<file path="src/scc_map.svh">
// constants of the spi slave command checker: frame layout, spi register
// addresses, field positions, wishbone offsets, reset values and timing.
// assumes it is included by scc_pkg and by the design modules.
`ifndef SCC_MAP_SVH
`define SCC_MAP_SVH
// frame layout, lsb sent first
`define SCC_FRAME_BITS  5'h10
`define SCC_ADDR_LAST   5'h06
`define SCC_BITS_MAX    5'h1F
`define SCC_ALL_ZERO    16'h0000
`define SCC_ALL_ONE     16'hFFFF
// spi register addresses
`define SCC_A_MODE      7'h01
`define SCC_A_WD        7'h03
`define SCC_A_XCVR      7'h04
`define SCC_A_WAKE      7'h06
`define SCC_A_TIMER     7'h0C
`define SCC_A_DEV       7'h43
`define SCC_A_WSA       7'h46
`define SCC_A_WSB       7'h47
// mode_control fields
`define SCC_MC_REQ      7:6
`define SCC_MC_OTHER    5:0
`define SCC_MC_LS       5
`define SCC_REQ_NORMAL  2'h0
`define SCC_REQ_SLEEP   2'h1
`define SCC_REQ_STOP    2'h2
`define SCC_REQ_SOFT    2'h3
// wake_control and timer fields
`define SCC_WAKE_PIN_MEASURE     7
`define SCC_WK_PINS     6:0
`define SCC_WK_A_ONLY   7'h01
`define SCC_WK_B_ONLY   7'h02
`define SCC_TM_ON       3:0
`define SCC_TM_PER      7:4
// wishbone word offsets and fields
`define SCC_WB_STATUS   8'h00
`define SCC_WB_CTRL     8'h04
`define SCC_WB_LAST     8'h08
`define SCC_WB_REGS     8'h0C
`define SCC_CTRL_CLR    0
// reset values, synchroniser order {reset_out_n, select_low, sdi, sclk}
`define SCC_SYNC_RST    4'hC
// timing
`define SCC_CLK_NS      10
`define SCC_INT_NS      1000
`define SCC_INT_CYC     (`SCC_INT_NS / `SCC_CLK_NS)
`endif

</file>
<file path="src/scc_pkg.sv">
// types shared by the spi slave command checker modules.
// assumes scc_map.svh sits in the include path.
`include "scc_map.svh"
package scc_pkg;
  // device modes, gray coded along init-normal-stop-sleep-restart
  typedef enum logic [2:0]
  {
    SCC_INIT    = 3'h0,
    SCC_NORMAL  = 3'h1,
    SCC_STOP    = 3'h3,
    SCC_SLEEP   = 3'h2,
    SCC_RESTART = 3'h6
  } scc_mode_e;

  // spi-visible control and status bytes
  typedef struct packed {
    logic [7:0] mode_ctrl;
    logic [7:0] watchdog_control;
    logic [7:0] xcvr_ctrl;
    logic [7:0] wake_ctrl;
    logic [7:0] timer_ctrl;
    logic [7:0] wake_stat_a;
    logic [7:0] wake_stat_b;
  } scc_regs_s;

  // outcome of checking one received frame
  typedef struct packed {
    scc_regs_s  regs;
    logic       fault;
    logic       clr_fault;
    logic       mode_chg;
    logic       stop_int;
    scc_mode_e  mode_nx;
  } scc_verdict_s;

  // synchroniser state
  typedef struct packed {
    logic [3:0] s1;
    logic [3:0] s2;
  } scc_sync_s;
endpackage

</file>
<file path="src/scc_sync.sv">
// two flip-flop synchroniser for the spi pins and the reset output level.
// assumes inputs are asynchronous to clk_i.
`timescale 1ns/1ps
`default_nettype none
`include "scc_map.svh"
module scc_sync
  import scc_pkg::*;
(
  // clock and reset
  input  wire logic       clk_i,
  input  wire logic       sys_rst_i,
  // pins in, synchronised levels out
  input  wire logic [3:0] async_i,
  output var  logic [3:0] sync_o
);
  scc_sync_s st;
  scc_sync_s next_st;

  // first stage feeds only the second
  always_comb
  begin
    next_st    = st;
    next_st.s1 = async_i;
    next_st.s2 = st.s1;
  end

  always_ff @(posedge clk_i)
  begin
    if (sys_rst_i)
    begin
      st.s1 <= `SCC_SYNC_RST;
      st.s2 <= `SCC_SYNC_RST;
    end
    else
    begin
      st <= next_st;
    end
  end

  assign sync_o = st.s2;
endmodule
`default_nettype wire

</file>
<file path="src/scc_cmd_check.sv">
// checks one received frame against the mode state and the current
// register contents, and gives the verdict combinationally.
// assumes the caller applies the verdict only after select has risen.
`timescale 1ns/1ps
`default_nettype none
`include "scc_map.svh"
module scc_cmd_check
  import scc_pkg::*;
(
  // frame and context
  input  wire logic [15:0] cmd_i,
  input  wire scc_mode_e   mode_i,
  input  wire scc_regs_s   regs_i,
  // verdict
  output var  scc_verdict_s verdict_o
);
  logic [7:0] data;
  logic [1:0] req;
  logic [7:0] new_mc;
  logic       no_src;
  logic       pin_only;
  logic       ls_keep;

  // decode the frame and judge it
  always_comb
  begin
    data     = cmd_i[15:8];
    req      = data[`SCC_MC_REQ];
    new_mc   = data;
    new_mc[`SCC_MC_LS] = data[`SCC_MC_LS] | regs_i.mode_ctrl[`SCC_MC_LS];
    ls_keep  = regs_i.mode_ctrl[`SCC_MC_LS] & ~data[`SCC_MC_LS];
    no_src   = (regs_i.xcvr_ctrl == 8'h00) && (regs_i.wake_ctrl == 8'h00);
    pin_only = regs_i.wake_ctrl[`SCC_WAKE_PIN_MEASURE]
               && (regs_i.wake_ctrl[`SCC_WK_PINS] == `SCC_WK_A_ONLY
               || regs_i.wake_ctrl[`SCC_WK_PINS] == `SCC_WK_B_ONLY);
    verdict_o         = '0;
    verdict_o.regs    = regs_i;
    verdict_o.mode_nx = mode_i;
    if (cmd_i == `SCC_ALL_ZERO || cmd_i == `SCC_ALL_ONE)
    begin
      verdict_o.fault = 1'b1;
    end
    else if (mode_i != SCC_RESTART && cmd_i[7])
    begin
      case (cmd_i[6:0])
        `SCC_A_MODE:
        begin
          verdict_o.mode_chg = 1'b1;
          if (mode_i == SCC_STOP)
          begin
            case (req)
              `SCC_REQ_NORMAL:
              begin
                verdict_o.mode_nx = SCC_NORMAL;
                verdict_o.fault = data[`SCC_MC_OTHER]
                                  != regs_i.mode_ctrl[`SCC_MC_OTHER];
                verdict_o.regs.mode_ctrl[`SCC_MC_REQ] = req;
              end
              `SCC_REQ_SOFT:  verdict_o.mode_nx = SCC_RESTART;
              `SCC_REQ_SLEEP:
              begin
                verdict_o.fault   = 1'b1;
                verdict_o.mode_nx = SCC_RESTART;
              end
              default:
              begin
                verdict_o.mode_chg = 1'b0;
                verdict_o.fault = data[`SCC_MC_OTHER]
                                  != regs_i.mode_ctrl[`SCC_MC_OTHER];
              end
            endcase
          end
          else if (mode_i == SCC_INIT
                   && (req == `SCC_REQ_SLEEP || req == `SCC_REQ_STOP))
          begin
            verdict_o.fault   = 1'b1;
            verdict_o.mode_nx = SCC_NORMAL;
            verdict_o.regs.mode_ctrl = {`SCC_REQ_NORMAL,
                                        new_mc[`SCC_MC_OTHER]};
          end
          else
          begin
            verdict_o.regs.mode_ctrl = new_mc;
            verdict_o.fault = ls_keep;
            case (req)
              `SCC_REQ_NORMAL: verdict_o.mode_nx = SCC_NORMAL;
              `SCC_REQ_STOP:
              begin
                verdict_o.mode_nx  = SCC_STOP;
                verdict_o.stop_int = |{regs_i.wake_stat_a,
                                       regs_i.wake_stat_b};
              end
              `SCC_REQ_SLEEP:
              begin
                if (no_src || pin_only)
                begin
                  verdict_o.fault   = 1'b1;
                  verdict_o.mode_nx = SCC_RESTART;
                end
                else
                begin
                  verdict_o.mode_nx = SCC_SLEEP;
                end
              end
              default: verdict_o.mode_nx = SCC_RESTART;
            endcase
          end
        end
        `SCC_A_WD:
        begin
          if (^data)
            verdict_o.fault = 1'b1;
          else if (mode_i == SCC_STOP && data != regs_i.watchdog_control)
            verdict_o.fault = 1'b1;
          else
            verdict_o.regs.watchdog_control = data;
        end
        `SCC_A_XCVR, `SCC_A_WAKE, `SCC_A_TIMER:
        begin
          if (mode_i == SCC_STOP)
            verdict_o.fault = 1'b1;
          else if (cmd_i[6:0] == `SCC_A_TIMER
                   && data[`SCC_TM_ON] >= data[`SCC_TM_PER])
            verdict_o.fault = 1'b1;
          else if (cmd_i[6:0] == `SCC_A_TIMER)
            verdict_o.regs.timer_ctrl = data;
          else if (cmd_i[6:0] == `SCC_A_WAKE)
            verdict_o.regs.wake_ctrl = data;
          else
            verdict_o.regs.xcvr_ctrl = data;
        end
        `SCC_A_DEV: verdict_o.clr_fault = 1'b1;
        `SCC_A_WSA: verdict_o.regs.wake_stat_a = 8'h00;
        `SCC_A_WSB: verdict_o.regs.wake_stat_b = 8'h00;
        default: ; // unused address, no fault
      endcase
    end
  end
endmodule
`default_nettype wire

</file>
<file path="src/scc_spi_slave.sv">
// spi slave with command checking: shifts 16-bit frames, judges each frame
// when select rises, reports frame errors on serial_out, wishbone status.
// assumes pins are asynchronous; wake events come from logic on clk_i.
`timescale 1ns/1ps
`default_nettype none
`include "scc_map.svh"
module scc_spi_slave
  import scc_pkg::*;
(
  // clock and reset
  input  wire logic        clk_i,
  input  wire logic        sys_rst_i,
  // wishbone slave
  input  wire logic        wb_cyc_i,
  input  wire logic        wb_stb_i,
  input  wire logic        wb_we_i,
  input  wire logic [7:0]  wb_adr_i,
  input  wire logic [3:0]  wb_sel_i,
  input  wire logic [31:0] wb_dat_i,
  output var  logic [31:0] wb_dat_o,
  output var  logic        wb_ack_o,
  // spi pins
  input  wire logic        sclk_i,
  input  wire logic        select_low_i,
  input  wire logic        serial_in_i,
  output var  logic        serial_out_o,
  output var  logic        serial_out_oe_o,
  // system side
  input  wire logic        reset_out_n_i,
  input  wire logic [7:0]  wake_evt_a_i,
  input  wire logic [7:0]  wake_evt_b_i,
  output var  logic        interrupt_out_o,
  output var  logic        restart_o
);
  typedef struct packed {
    scc_mode_e   mode;
    scc_regs_s   regs;
    logic        fault;
    logic        err_flag;
    logic        sclk_q;
    logic        csn_q;
    logic        ro_q;
    logic        in_frame;
    logic [4:0]  bits;
    logic [15:0] rx;
    logic [15:0] tx;
    logic        clk_err;
    logic        ro_hit;
    logic        done;
    logic [15:0] last_cmd;
    logic [7:0]  int_cnt;
    logic        int_o;
    logic        restart;
    logic        so;
    logic        so_oe;
    logic        ack;
    logic [31:0] rdat;
  } scc_state_s;

  scc_state_s   st;
  scc_state_s   next_st;
  scc_verdict_s verdict;
  logic [3:0]   pins_s;
  logic         sclk_s;
  logic         sdi_s;
  logic         csn_s;
  logic         ro_s;
  logic         sclk_rise;
  logic         sclk_fall;
  logic         csn_fall;
  logic         csn_rise;
  logic         frame_bad;
  logic         wb_req;
  logic         wb_clr;
  logic         clr_any;
  logic [15:0]  rx_n;

  // read byte of an spi register, used for serial_out only; wishbone reads its own fields
  function automatic logic [7:0] scc_read(input logic [6:0] addr,
                                          input scc_regs_s r,
                                          input logic f);
    case (addr)
      `SCC_A_MODE:  scc_read = r.mode_ctrl;
      `SCC_A_WD:    scc_read = r.watchdog_control;
      `SCC_A_XCVR:  scc_read = r.xcvr_ctrl;
      `SCC_A_WAKE:  scc_read = r.wake_ctrl;
      `SCC_A_TIMER: scc_read = r.timer_ctrl;
      `SCC_A_DEV:   scc_read = {7'h00, f};
      `SCC_A_WSA:   scc_read = r.wake_stat_a;
      `SCC_A_WSB:   scc_read = r.wake_stat_b;
      default:      scc_read = 8'h00;
    endcase
  endfunction

  // pins pass two flip-flops before any use
  scc_sync u_sync
  (
    .clk_i     (clk_i),
    .sys_rst_i (sys_rst_i),
    .async_i   ({reset_out_n_i, select_low_i, serial_in_i, sclk_i}),
    .sync_o    (pins_s)
  );

  // frame judge
  scc_cmd_check u_check
  (
    .cmd_i     (st.rx),
    .mode_i    (st.mode),
    .regs_i    (st.regs),
    .verdict_o (verdict)
  );

  // edges of the synchronised pins
  assign sclk_s    = pins_s[0];
  assign sdi_s     = pins_s[1];
  assign csn_s     = pins_s[2];
  assign ro_s      = pins_s[3];
  assign sclk_rise = sclk_s & ~st.sclk_q;
  assign sclk_fall = ~sclk_s & st.sclk_q;
  assign csn_fall  = ~csn_s & st.csn_q & ~st.in_frame;
  assign csn_rise  = csn_s & ~st.csn_q & st.in_frame;
  assign rx_n      = {sdi_s, st.rx[15:1]};
  assign frame_bad = (st.bits != 5'h00 && st.bits != `SCC_FRAME_BITS)
                     | st.clk_err | sclk_s | st.ro_hit | ~ro_s;

  // bus request and fault clear
  assign wb_req  = wb_cyc_i & wb_stb_i & ~st.ack;
  assign wb_clr  = wb_req & wb_we_i & wb_sel_i[0]
                   & (wb_adr_i == `SCC_WB_CTRL) & wb_dat_i[`SCC_CTRL_CLR];
  assign clr_any = wb_clr | (st.done & verdict.clr_fault);

  // next state of the whole block
  always_comb
  begin
    next_st        = st;
    next_st.sclk_q = sclk_s;
    next_st.csn_q  = csn_s;
    next_st.ro_q   = ro_s;
    next_st.done   = 1'b0;
    if (csn_fall)
    begin
      // frame opens, error of the last frame goes out first
      next_st.in_frame = 1'b1;
      next_st.bits     = 5'h00;
      next_st.clk_err  = sclk_s;
      next_st.ro_hit   = ~ro_s;
      next_st.tx       = {8'h00, st.mode, st.fault,
                          |{st.regs.wake_stat_a, st.regs.wake_stat_b},
                          2'h0, st.err_flag};
    end
    else if (st.in_frame)
    begin
      next_st.ro_hit = st.ro_hit | ~ro_s;
      if (csn_rise)
      begin
        next_st.in_frame = 1'b0;
        next_st.err_flag = frame_bad;
        next_st.done = ~frame_bad
                       & (st.bits == `SCC_FRAME_BITS);
      end
      else if (sclk_rise)
      begin
        next_st.tx = {1'b0, st.tx[15:1]};
      end
      else if (sclk_fall)
      begin
        next_st.rx = rx_n;
        if (st.bits != `SCC_BITS_MAX)
          next_st.bits = st.bits + 5'h01;
        if (st.bits == `SCC_ADDR_LAST)
          next_st.tx[8:1] = scc_read(rx_n[15:9], st.regs,
                                     st.fault);
      end
    end
    // apply a validated frame
    if (st.done)
    begin
      next_st.regs     = verdict.regs;
      next_st.last_cmd = st.rx;
      if (verdict.mode_chg)
        next_st.mode = verdict.mode_nx;
    end
    // mode exits driven by the system
    if (st.mode == SCC_SLEEP && |{wake_evt_a_i, wake_evt_b_i})
      next_st.mode = SCC_RESTART;
    if (st.mode == SCC_RESTART && ro_s && ~st.ro_q)
      next_st.mode = SCC_INIT;
    // wake events win over a read-and-clear
    next_st.regs.wake_stat_a = next_st.regs.wake_stat_a | wake_evt_a_i;
    next_st.regs.wake_stat_b = next_st.regs.wake_stat_b | wake_evt_b_i;
    // sticky fault, a new fault wins over the clear
    next_st.fault = (st.fault & ~clr_any)
                    | (st.done & verdict.fault);
    // interrupt pulse on stop entry with pending wake status
    if (st.int_cnt != 8'h00)
      next_st.int_cnt = st.int_cnt - 8'h01;
    if (st.done && verdict.stop_int)
      next_st.int_cnt = 8'(`SCC_INT_CYC);
    next_st.int_o   = next_st.int_cnt != 8'h00;
    next_st.restart = next_st.mode == SCC_RESTART;
    // serial_out held high while reset output is low
    next_st.so    = ~ro_s | next_st.tx[0];
    next_st.so_oe = next_st.in_frame;
    // wishbone slave, one wait state
    next_st.ack = wb_req;
    if (wb_req)
    begin
      case (wb_adr_i)
        `SCC_WB_STATUS: next_st.rdat = {26'h000_0000, ro_s, st.mode,
                                        st.err_flag, st.fault};
        `SCC_WB_LAST:   next_st.rdat = {16'h0000, st.last_cmd};
        `SCC_WB_REGS:   next_st.rdat = {st.regs.timer_ctrl,
                                        st.regs.wake_ctrl,
                                        st.regs.xcvr_ctrl,
                                        st.regs.mode_ctrl};
        default:        next_st.rdat = 32'h0000_0000;
      endcase
    end
  end

  // state register
  always_ff @(posedge clk_i)
  begin
    if (sys_rst_i)
    begin
      st       <= '0;
      st.csn_q <= 1'b1;
      st.ro_q  <= 1'b1;
    end
    else
    begin
      st <= next_st;
    end
  end

  // outputs straight from flip-flops
  assign wb_dat_o        = st.rdat;
  assign wb_ack_o        = st.ack;
  assign serial_out_o    = st.so;
  assign serial_out_oe_o = st.so_oe;
  assign interrupt_out_o = st.int_o;
  assign restart_o       = st.restart;

  // checks
  a_stuck_frame: assert property (
    @(posedge clk_i) disable iff (sys_rst_i)
    st.done && (st.rx == `SCC_ALL_ZERO || st.rx == `SCC_ALL_ONE)
    |=> st.fault)
    else $error("stuck frame did not raise the fault");
  a_bad_count: assert property (
    @(posedge clk_i) disable iff (sys_rst_i)
    csn_rise && st.bits != 5'h00 && st.bits != `SCC_FRAME_BITS
    |=> st.err_flag && !st.done ##1 $stable(st.regs.mode_ctrl))
    else $error("bad clock count not flagged or not discarded");
  a_release_out: assert property (
    @(posedge clk_i) disable iff (sys_rst_i)
    csn_rise |=> !serial_out_oe_o && !st.in_frame)
    else $error("serial_out not released at select rise");
  a_reset_high: assert property (
    @(posedge clk_i) disable iff (sys_rst_i)
    st.in_frame && !ro_s && !csn_rise |=> serial_out_o ##0 st.ro_hit)
    else $error("serial_out not high during reset output low");
  a_fault_sticky: assert property (
    @(posedge clk_i) disable iff (sys_rst_i)
    st.fault && !clr_any |=> st.fault)
    else $error("fault dropped without a clear");
  a_stop_sleep: assert property (
    @(posedge clk_i) disable iff (sys_rst_i)
    st.done && st.mode == SCC_STOP && st.rx[7:0] == {1'b1, `SCC_A_MODE}
    && st.rx[15:14] == `SCC_REQ_SLEEP && st.rx != `SCC_ALL_ONE
    |=> st.mode == SCC_RESTART && st.fault)
    else $error("stop to sleep did not fault into restart");
  a_init_normal: assert property (
    @(posedge clk_i) disable iff (sys_rst_i)
    st.done && st.mode == SCC_INIT && st.rx[7:0] == {1'b1, `SCC_A_MODE}
    && st.rx[15:14] == `SCC_REQ_STOP
    |=> st.mode == SCC_NORMAL && st.fault)
    else $error("stop from init did not fault into normal");
  a_wd_parity: assert property (
    @(posedge clk_i) disable iff (sys_rst_i)
    st.done && st.mode != SCC_RESTART && (^st.rx[15:8])
    && st.rx[7:0] == {1'b1, `SCC_A_WD}
    |=> st.fault && $stable(st.regs.watchdog_control))
    else $error("odd watchdog byte was not rejected");
  a_load_share: assert property (
    @(posedge clk_i) disable iff (sys_rst_i)
    st.regs.mode_ctrl[`SCC_MC_LS] |=> st.regs.mode_ctrl[`SCC_MC_LS])
    else $error("load share bit was cleared");
  a_no_mid_write: assert property (
    @(posedge clk_i) disable iff (sys_rst_i)
    st.in_frame ##1 st.in_frame |-> $stable(st.regs.mode_ctrl))
    else $error("register changed while shifting");
  a_stop_int: assert property (
    @(posedge clk_i) disable iff (sys_rst_i)
    st.done && verdict.stop_int |=> ##1 interrupt_out_o [*8])
    else $error("stop entry with wake status gave no interrupt");
  a_sleep_nosrc: assert property (
    @(posedge clk_i) disable iff (sys_rst_i)
    st.done && st.mode == SCC_NORMAL && st.rx[7:0] == {1'b1, `SCC_A_MODE}
    && st.rx[15:14] == `SCC_REQ_SLEEP && st.regs.xcvr_ctrl == 8'h00
    && st.regs.wake_ctrl == 8'h00 |=> st.mode == SCC_RESTART && st.fault)
    else $error("sleep without wake source did not fault");
  a_sleep_pin: assert property (
    @(posedge clk_i) disable iff (sys_rst_i)
    st.done && st.mode == SCC_NORMAL && st.rx[7:0] == {1'b1, `SCC_A_MODE}
    && st.rx[15:14] == `SCC_REQ_SLEEP && st.regs.wake_ctrl[`SCC_WAKE_PIN_MEASURE]
    && (st.regs.wake_ctrl[`SCC_WK_PINS] == `SCC_WK_A_ONLY
    || st.regs.wake_ctrl[`SCC_WK_PINS] == `SCC_WK_B_ONLY)
    |=> st.mode == SCC_RESTART && st.fault)
    else $error("sleep on one measured pin did not fault");
  a_stop_normal: assert property (
    @(posedge clk_i) disable iff (sys_rst_i)
    st.done && st.mode == SCC_STOP && st.rx[7:0] == {1'b1, `SCC_A_MODE}
    && st.rx[15:14] == `SCC_REQ_NORMAL
    |=> st.mode == SCC_NORMAL
    && $stable(st.regs.mode_ctrl[`SCC_MC_OTHER]))
    else $error("stop to normal changed other mode fields");
  a_shift_in: assert property (
    @(posedge clk_i) disable iff (sys_rst_i)
    st.in_frame && sclk_fall && !csn_rise |=> st.rx[15] == $past(sdi_s))
    else $error("serial_in not shifted on falling serial clock");
  a_shift_out: assert property (
    @(posedge clk_i) disable iff (sys_rst_i)
    st.in_frame && sclk_rise && !csn_rise && ro_s
    |=> serial_out_o == $past(st.tx[1]))
    else $error("serial_out not advanced after rising serial clock");
  a_open_frame: assert property (
    @(posedge clk_i) disable iff (sys_rst_i)
    csn_fall && ro_s |=> st.in_frame && serial_out_oe_o
    && serial_out_o == $past(st.err_flag))
    else $error("frame error bit not shown at frame start");
endmodule
`default_nettype wire

</file>
<file path="config.mk">
export PLATFORM = sky130hd
export DESIGN_NAME = scc_spi_slave
export DESIGN_NICKNAME = d
export VERILOG_FILES = /design/src/scc_pkg.sv /design/src/scc_sync.sv /design/src/scc_cmd_check.sv /design/src/scc_spi_slave.sv
export VERILOG_INCLUDE_DIRS = /design/src
export SDC_FILE = /design/constraint.sdc
export NUM_CORES = 1
export LEC_CHECK = 0
export ABC_AREA = 1
export ABC_CLOCK_PERIOD_IN_PS = 3000
export BUFFER_PORTS_ARGS = -buffer_cell sky130_fd_sc_hd__buf_4
export CAP_MARGIN = 20
export CORE_AREA = 3 3 114 127
export CTS_CLUSTER_SIZE = 16
export DETAILED_ROUTE_END_ITERATION = 6
export DIE_AREA = 0 0 117 130
export PLACE_DENSITY_LB_ADDON = 0.1
export SLEW_MARGIN = 20
export SYNTH_ARGS = -nofsm -noshare
export SYNTH_HDL_FRONTEND = slang
export SYNTH_SLANG_ARGS = --single-unit
</file>
<file path="constraint.sdc">
create_clock -name clk_i -period 3 [get_ports clk_i]
set_input_delay 0.45 -clock clk_i [delete_from_list [all_inputs] [get_ports clk_i]]
set_output_delay 0.45 -clock clk_i [all_outputs]
set_load 0.01 [all_outputs]
</file>
* Word-level counts from Yosys, hierarchy flattened
Cells that the tools add are included.
Word-level totals: bits in registers 166, memories kept 0, output and inout port bits 37, ROM bits 0, RAM bits 0, logic and storage cells 236, latch bits 0
Operators by class: reduce and logical (&&, ||, !) cells 48, divide/modulo/power cells 0, $lt $le $gt $ge 1, multiply operators 0, add/sub/neg operators 2, eq/ne operators 38, bitwise operators 49, shifts and indexed selects 0, muxes and demuxes 66
Operators by type and width (number):
- $mux W8 | 16
- $pmux W32 S3 | 1
- $mux W24 | 3
- $pmux W8 S8 | 1
- $mux W63 | 1
- $mux W59 | 1
- $mux W56 | 1
- $eq A7 B7 Y1 const B | 6
- $mux W21 | 2
- $mux W38 | 1
- $mux W37 | 1
- $reduce_or A16 Y1 | 2
- $eq A7 B3 Y1 const B | 4
- $logic_not A8 Y1 | 3
- $eq A7 B1 Y1 const B | 3
- $eq A7 B2 Y1 const B | 3
- $not A1 Y1 | 21
- $reduce_and A5 Y1 | 4
- $mux W1 | 19
- $mux W3 | 6
- $mux W6 | 3
- $and A1 B1 Y1 | 17
- $eq A16 B16 Y1 const B | 1
- $eq A8 B4 Y1 const B | 2
- other kinds (43) | 82

* Depth between registers and ports, before layout
depth after elaboration 16, mapped depth 15

* Modules after synthesis
From an unflattened synthesis, not the netlist that was laid out.
Unflattened totals: cell total of the unflattened synthesis 1436, area total of the unflattened synthesis 9509.1 um^2
Modules (own cells, without submodules):
- scc_spi_slave | times used 1, seq. area each 3163.0 um^2, area an instance 7352.1 um^2, cells each 1030
- scc_cmd_check | times used 1, seq. area each 0.0 um^2, area an instance 1933.1 um^2, cells each 381
- scc_sync | times used 1, seq. area each 160.2 um^2, area an instance 224.0 um^2, cells each 25

* Least setup slack after synthesis
OpenSTA, ideal clock, no wires.
path kind reg-to-reg, start reg st (netlist bit rx_n[13]), end reg st (netlist bit interrupt_out_o), buffers on the path 1, data arrival time 1.827 ns, setup slack 1.046 ns, stages on the path, launching flop included 14, required time 2.872 ns, cell sequence dfxtp_1 buf_2 inv_1 ha_1 nand2_1 nor2_1 nor2_2 nand3_1 nor2_1 nand2_2 nand3_1 nand3_1 nor2_1 nor2_1
On the way: cells in the longest elaborated chain, start to end 11, elaborated cells on any way between the ends 16
RTL lines:
- start, declared | line scc_spi_slave.sv:60 | scc_state_s st;
- start signal, assigned | line scc_spi_slave.sv:232 | st <= next_st;
- $eq A2 B1 Y1 (no line) or $eq A2 B2 Y1 (tied branches)
- $logic_or A1 B1 Y1 (no line)
- $logic_and A1 B1 Y1 | line scc_cmd_check.sv:73 | else if (mode_i == SCC_INIT
- $mux W1 | line scc_cmd_check.sv:73
- $mux W1 | line scc_cmd_check.sv:49 | if (mode_i == SCC_STOP)
- $mux W5 | line scc_cmd_check.sv:45 | case (cmd_i[6:0])
- $mux W63 | line scc_cmd_check.sv:43 | else if (mode_i != SCC_RESTART && cmd_i[7])
- $mux W6 (*) | line scc_cmd_check.sv:39 | if (cmd_i == `SCC_ALL_ZERO || cmd_i == `SCC_ALL_ONE)
- $logic_and A1 B1 Y1 (*) | line scc_spi_slave.sv:197 | if (st.done && verdict.stop_int)
- $mux W8 (*) | line scc_spi_slave.sv:197
- $reduce_bool A8 Y1 (*) | line scc_spi_slave.sv:199 | next_st.int_o = next_st.int_cnt != 8'h00;
Every way passes the cells marked *; elsewhere a longest branch is shown, timed or not. A chain may end at the register's enable or synchronous reset.

* Final worst setup path
start reg st (netlist bit rx_n[8]), end reg st[154] (netlist name)
On the way: cells in the longest elaborated chain, start to end 4, elaborated cells on any way between the ends 10
RTL lines:
- $eq A16 B16 Y1 (no line), or another cell as far along
- $logic_or A1 B1 Y1 (no line) or $logic_and A1 B1 Y1 (tied branches)
- $not A1 Y1 (no line)
- $reduce_and A6 Y1 (no line) (*)
Marks and branches as above.

==> results.md <==
Yosys:
- A synthesized cell averages 7.015 um^2.
- Among all flip-flop cells after synthesis, the most frequent one is dfxtp_1.
- When the netlist entered floorplanning its net count stood at 1278.
- Of the synthesized area, sequential elements account for 0.4015.
- In the synthesized netlist, the number of instances is 1180.
- The number of enable flip-flop cells after synthesis is 0.
- In this run the cell area of the synthesized design comes to 8278 um^2.
- Yosys printed 0 warnings.
- The register bit count reported by yosys is 166.
- Counting flops with an async set or reset pin after synthesis yields a share of 0.
- The number of library cell types mapped by synthesis is 42.

Detailed routing:
- The final routed DRC violation total is 0.
- The first detailed-routing pass took 5 iterations.
- Across all layers, the routed design uses 7803 vias.
- The mean routed wirelength per cell is 16.03 um.
- The detail route stage leaves a number of antenna-violating nets equal to 0.
- The final routed wirelength across all metal layers is 22330 um.
- The detail-routed via count per cell is 5.602.
- The starting DRC count in detailed routing is 657.

Clocking:
- The library cell used as clock root buffer is clkbuf_16.
- CTS saw 166 sinks.
- The deepest clock path buffer count is 2.
- TritonCTS built the clock tree.
- The total CTS buffers is 17.
- Once the clock tree was built, the setup fixing pass inserted 0 buffers.
- The H-tree depth is 4.
- Gates resized during post-CTS repair numbered 0.
- After clock tree synthesis, the clock-pin slew on the worst setup and hold paths is 0.06 ns.
- The clock latency on the worst-skew pair is 0.43 ns.
- The post-cts hold buffer count is 0.

Timing:
- In the finished design, the share of the clock period the worst path needs comes to 0.7545.
- The sum of negative setup slack is 0 ns.
- The worst pin sits at a relative slew slack of 0.5149.
- The final hold violation count is 0.
- The slew at the pin closest to its max-slew limit is 0.7267 ns.
- The maximum clock frequency is 441.8 MHz.
- The total setup violations reported at the end of the flow is 0.
- On the final layout, the worst clock skew is 0.007832 ns.
- Setup repair after global routing left no endpoint under its margin.
- The routed design could run at a clock period as short as 2.264 ns.
- The number of max-slew violations in the final report is 0.

Finish:
- 0 antenna diodes ended up in the layout.
- In the layout the commonest cells are 249 x nand2_1, 166 x dfxtp_1, 146 x nor2_1.
- The most frequent standard cell in the layout excluding fill and tap cells is nand2_1.
- The share of cells above drive strength 1 is 0.1315.
- The count of nets after finishing is 1317.
- The area growth from synthesis to final layout is 13.47%.

Critical path:
- The highest-delay cell along the critical path is dfxtp_1.
- The biggest fanout along the worst timing path is 13.
- The worst setup path is captured at a register.
- Among the stages of the critical path, the cell type that occurs most often is nand2_1.
- Grouping stages by cell kind, the critical path spends the most delay in simple AND/OR/NAND/NOR gates.
- Walking the worst path, the cells encountered are inv_1 > ha_1 > nand2_1 > inv_1 > nand2_1 > nor2_1 > nand2_1 > nand2_1 > nor2_4 > nand4_2 > inv_1 > nor2_1 > nor2_1.
- The delay of the slowest critical-path stage is 0.52 ns.
- The data required time at the worst endpoint is 3.37 ns.
- The startpoint kind of the worst setup timing path is a register.
- The count of buffering cells on the critical path with inverters included is 3.
- The critical path is of the register to register type.
- STA puts the critical path data arrival time at 2.63 ns.

Die:
- The floorplan step defined a core boundary enclosing 13210 um^2.
- Row generation in the floorplan step produced 44 rows.
- The initial core utilization is 0.6265.
- The die area is 15210 um^2.
- Measured along the y axis, the die boundary spans 130 um.
- In this run the horizontal extent of the chip is 117 um.
- The I/O pin count is 106.

Power:
- IR analysis of the VDD net gives a maximum drop of 0.3214 mV.
- The power consumption is 5172 uW.
- The power density of the placed cells is 550.6 nW/um^2.
- Summed over all cells, the static leakage comes to 0.004007 uW.

Global route:
- Entering global routing, the biggest net connects 43 pins.
- The all-layer global routing usage is 0.3006.
- The first global-routing pass estimated 35580 um of wire.
- The aggregate global routing overflow is 0.
- The via count of the first global-routing pass was 7110.
- The initial antenna violation count is 0.

Place:
- The HPWL after detailed placement is 16190 um.
- The quantity of I/O buffers inserted on ports is 71.
- The global placer's final weighted congestion is 1.023.

Outcome:
- The run finished with clean final reports.

Worst hold path:
- The type of the tightest min-delay check is input pin to register.

Flow run:
- Across the run, the number of max-cap violations was 0.
-- layer usage --
layer  GRT usage  part of all wire  vias to the layer above
met2      0.4597              0.44                      353
met4      0.1552             0.044                        0
met3     0.05612             0.074                       79
met1      0.4048              0.44                     3484
met5           0                 0                        -
li1            -                 -                     3887
-- synthesized netlist by cell type (2+ instances only) --
master    number  share of area
ha_1          29          0.044
nand3_1       55          0.033
a21oi_1      121          0.073
nand4_1       21          0.016
nand2_2        4         0.0030
a22o_1         4         0.0042
nor4_1         4         0.0030
a211oi_1       4         0.0036
and3_1         2         0.0015
buf_1          2        0.00091
o22ai_1       10         0.0076
o211ai_1      12          0.011
nor3_1        15         0.0091
or2_2          4         0.0030
o21bai_1       3         0.0027
o21ai_0       78          0.047
nor2_2         5         0.0038
xor2_1         3         0.0032
buf_4         32          0.029
nor2_1       146          0.066
buf_2          9         0.0054
nand2_1      249           0.11
a21oi_2        2         0.0021
clkbuf_1      29          0.013
nand3_2        6         0.0073
inv_2          8         0.0036
xnor2_1       10          0.011
nor2_4         2         0.0027
o21ai_1       14         0.0085
dfxtp_1      166           0.40
inv_1        120          0.054
-- power breakdown --
part	total, uW	internal (uW)	switching, uW
combinational	544	206	338
sequential	2320	2270	49.6
clock	2300	1400	901
total	5170	3880	1290
-- registers in the layout, summed over array words and instances (netlist names) --
| register | count |
|---|---|
| interrupt_out_o | 1 |
| restart_o | 1 |
| rx_n | 15 |
| serial_out_o | 1 |
| serial_out_oe_o | 1 |
| st | 106 |
| u_sync.next_st | 4 |
| u_sync.sync_o | 4 |
| wb_ack_o | 1 |
| wb_dat_o | 32 |
-- final timing paths --
path | from | endpoint | slack [ns] | depth (start not counted)
max | rx_n[8] | st[154] | 0.74 | 13
min | select_low_i | u_sync.next_st[2] | 0.20 | 2
max reg2reg | rx_n[8] | st[154] | 0.74 | 13
min reg2reg | u_sync.next_st[1] | u_sync.sync_o[1] | 0.40 | 2
-- final cells by class --
type                       instances  area [um^2]
sequential                       166         3323
clock buffer                      22        484.2
clock inverter                    10        143.9
tap                              161        201.4
inverter                         131        495.5
multi-input combinational        810         4046
fill                            1118         3820
timing repair buffer              93        698.2
-- cells by family after synthesis --
kind of cell / count (synthesis) / share of synthesized area
buffers and inverters: 204 / 0.1097
xor gates and xnor gates: 13 / 0.01375
DFF: 166 / 0.4015
and+or+nand+nor: 519 / 0.2703
AOI/OAI and AO/OA: 249 / 0.1610
adders and majority gates: 29 / 0.04383
-- worst reg2reg max path, stage by stage (launching register included) --
cell and delay, ns:
dfxtp_1 0.52, inv_1 0.11, ha_1 0.20, nand2_1 0.06, inv_1 0.05, nand2_1 0.05, nor2_1 0.04, nand2_1 0.09
nand2_1 0.12, nor2_4 0.20, nand4_2 0.35, inv_1 0.26, nor2_1 0.06, nor2_1 0.10
-- metrics by stage --
step	util	setup slack [ns]	std cells	hold WS, ns	cell area (um^2)
floorplan	-	1.046	1180	0.3883	8278
global placement	0.6634	0.8285	1361	0.3895	8765
detailed placement	0.6634	0.8129	1361	0.3956	8765
CTS	0.7109	0.7688	1393	0.1904	9393
global route	0.7109	0.5498	1393	0.1976	9393
finish	0.7109	0.7364	1393	0.1999	9393
(Power assumes the default switching activity.)
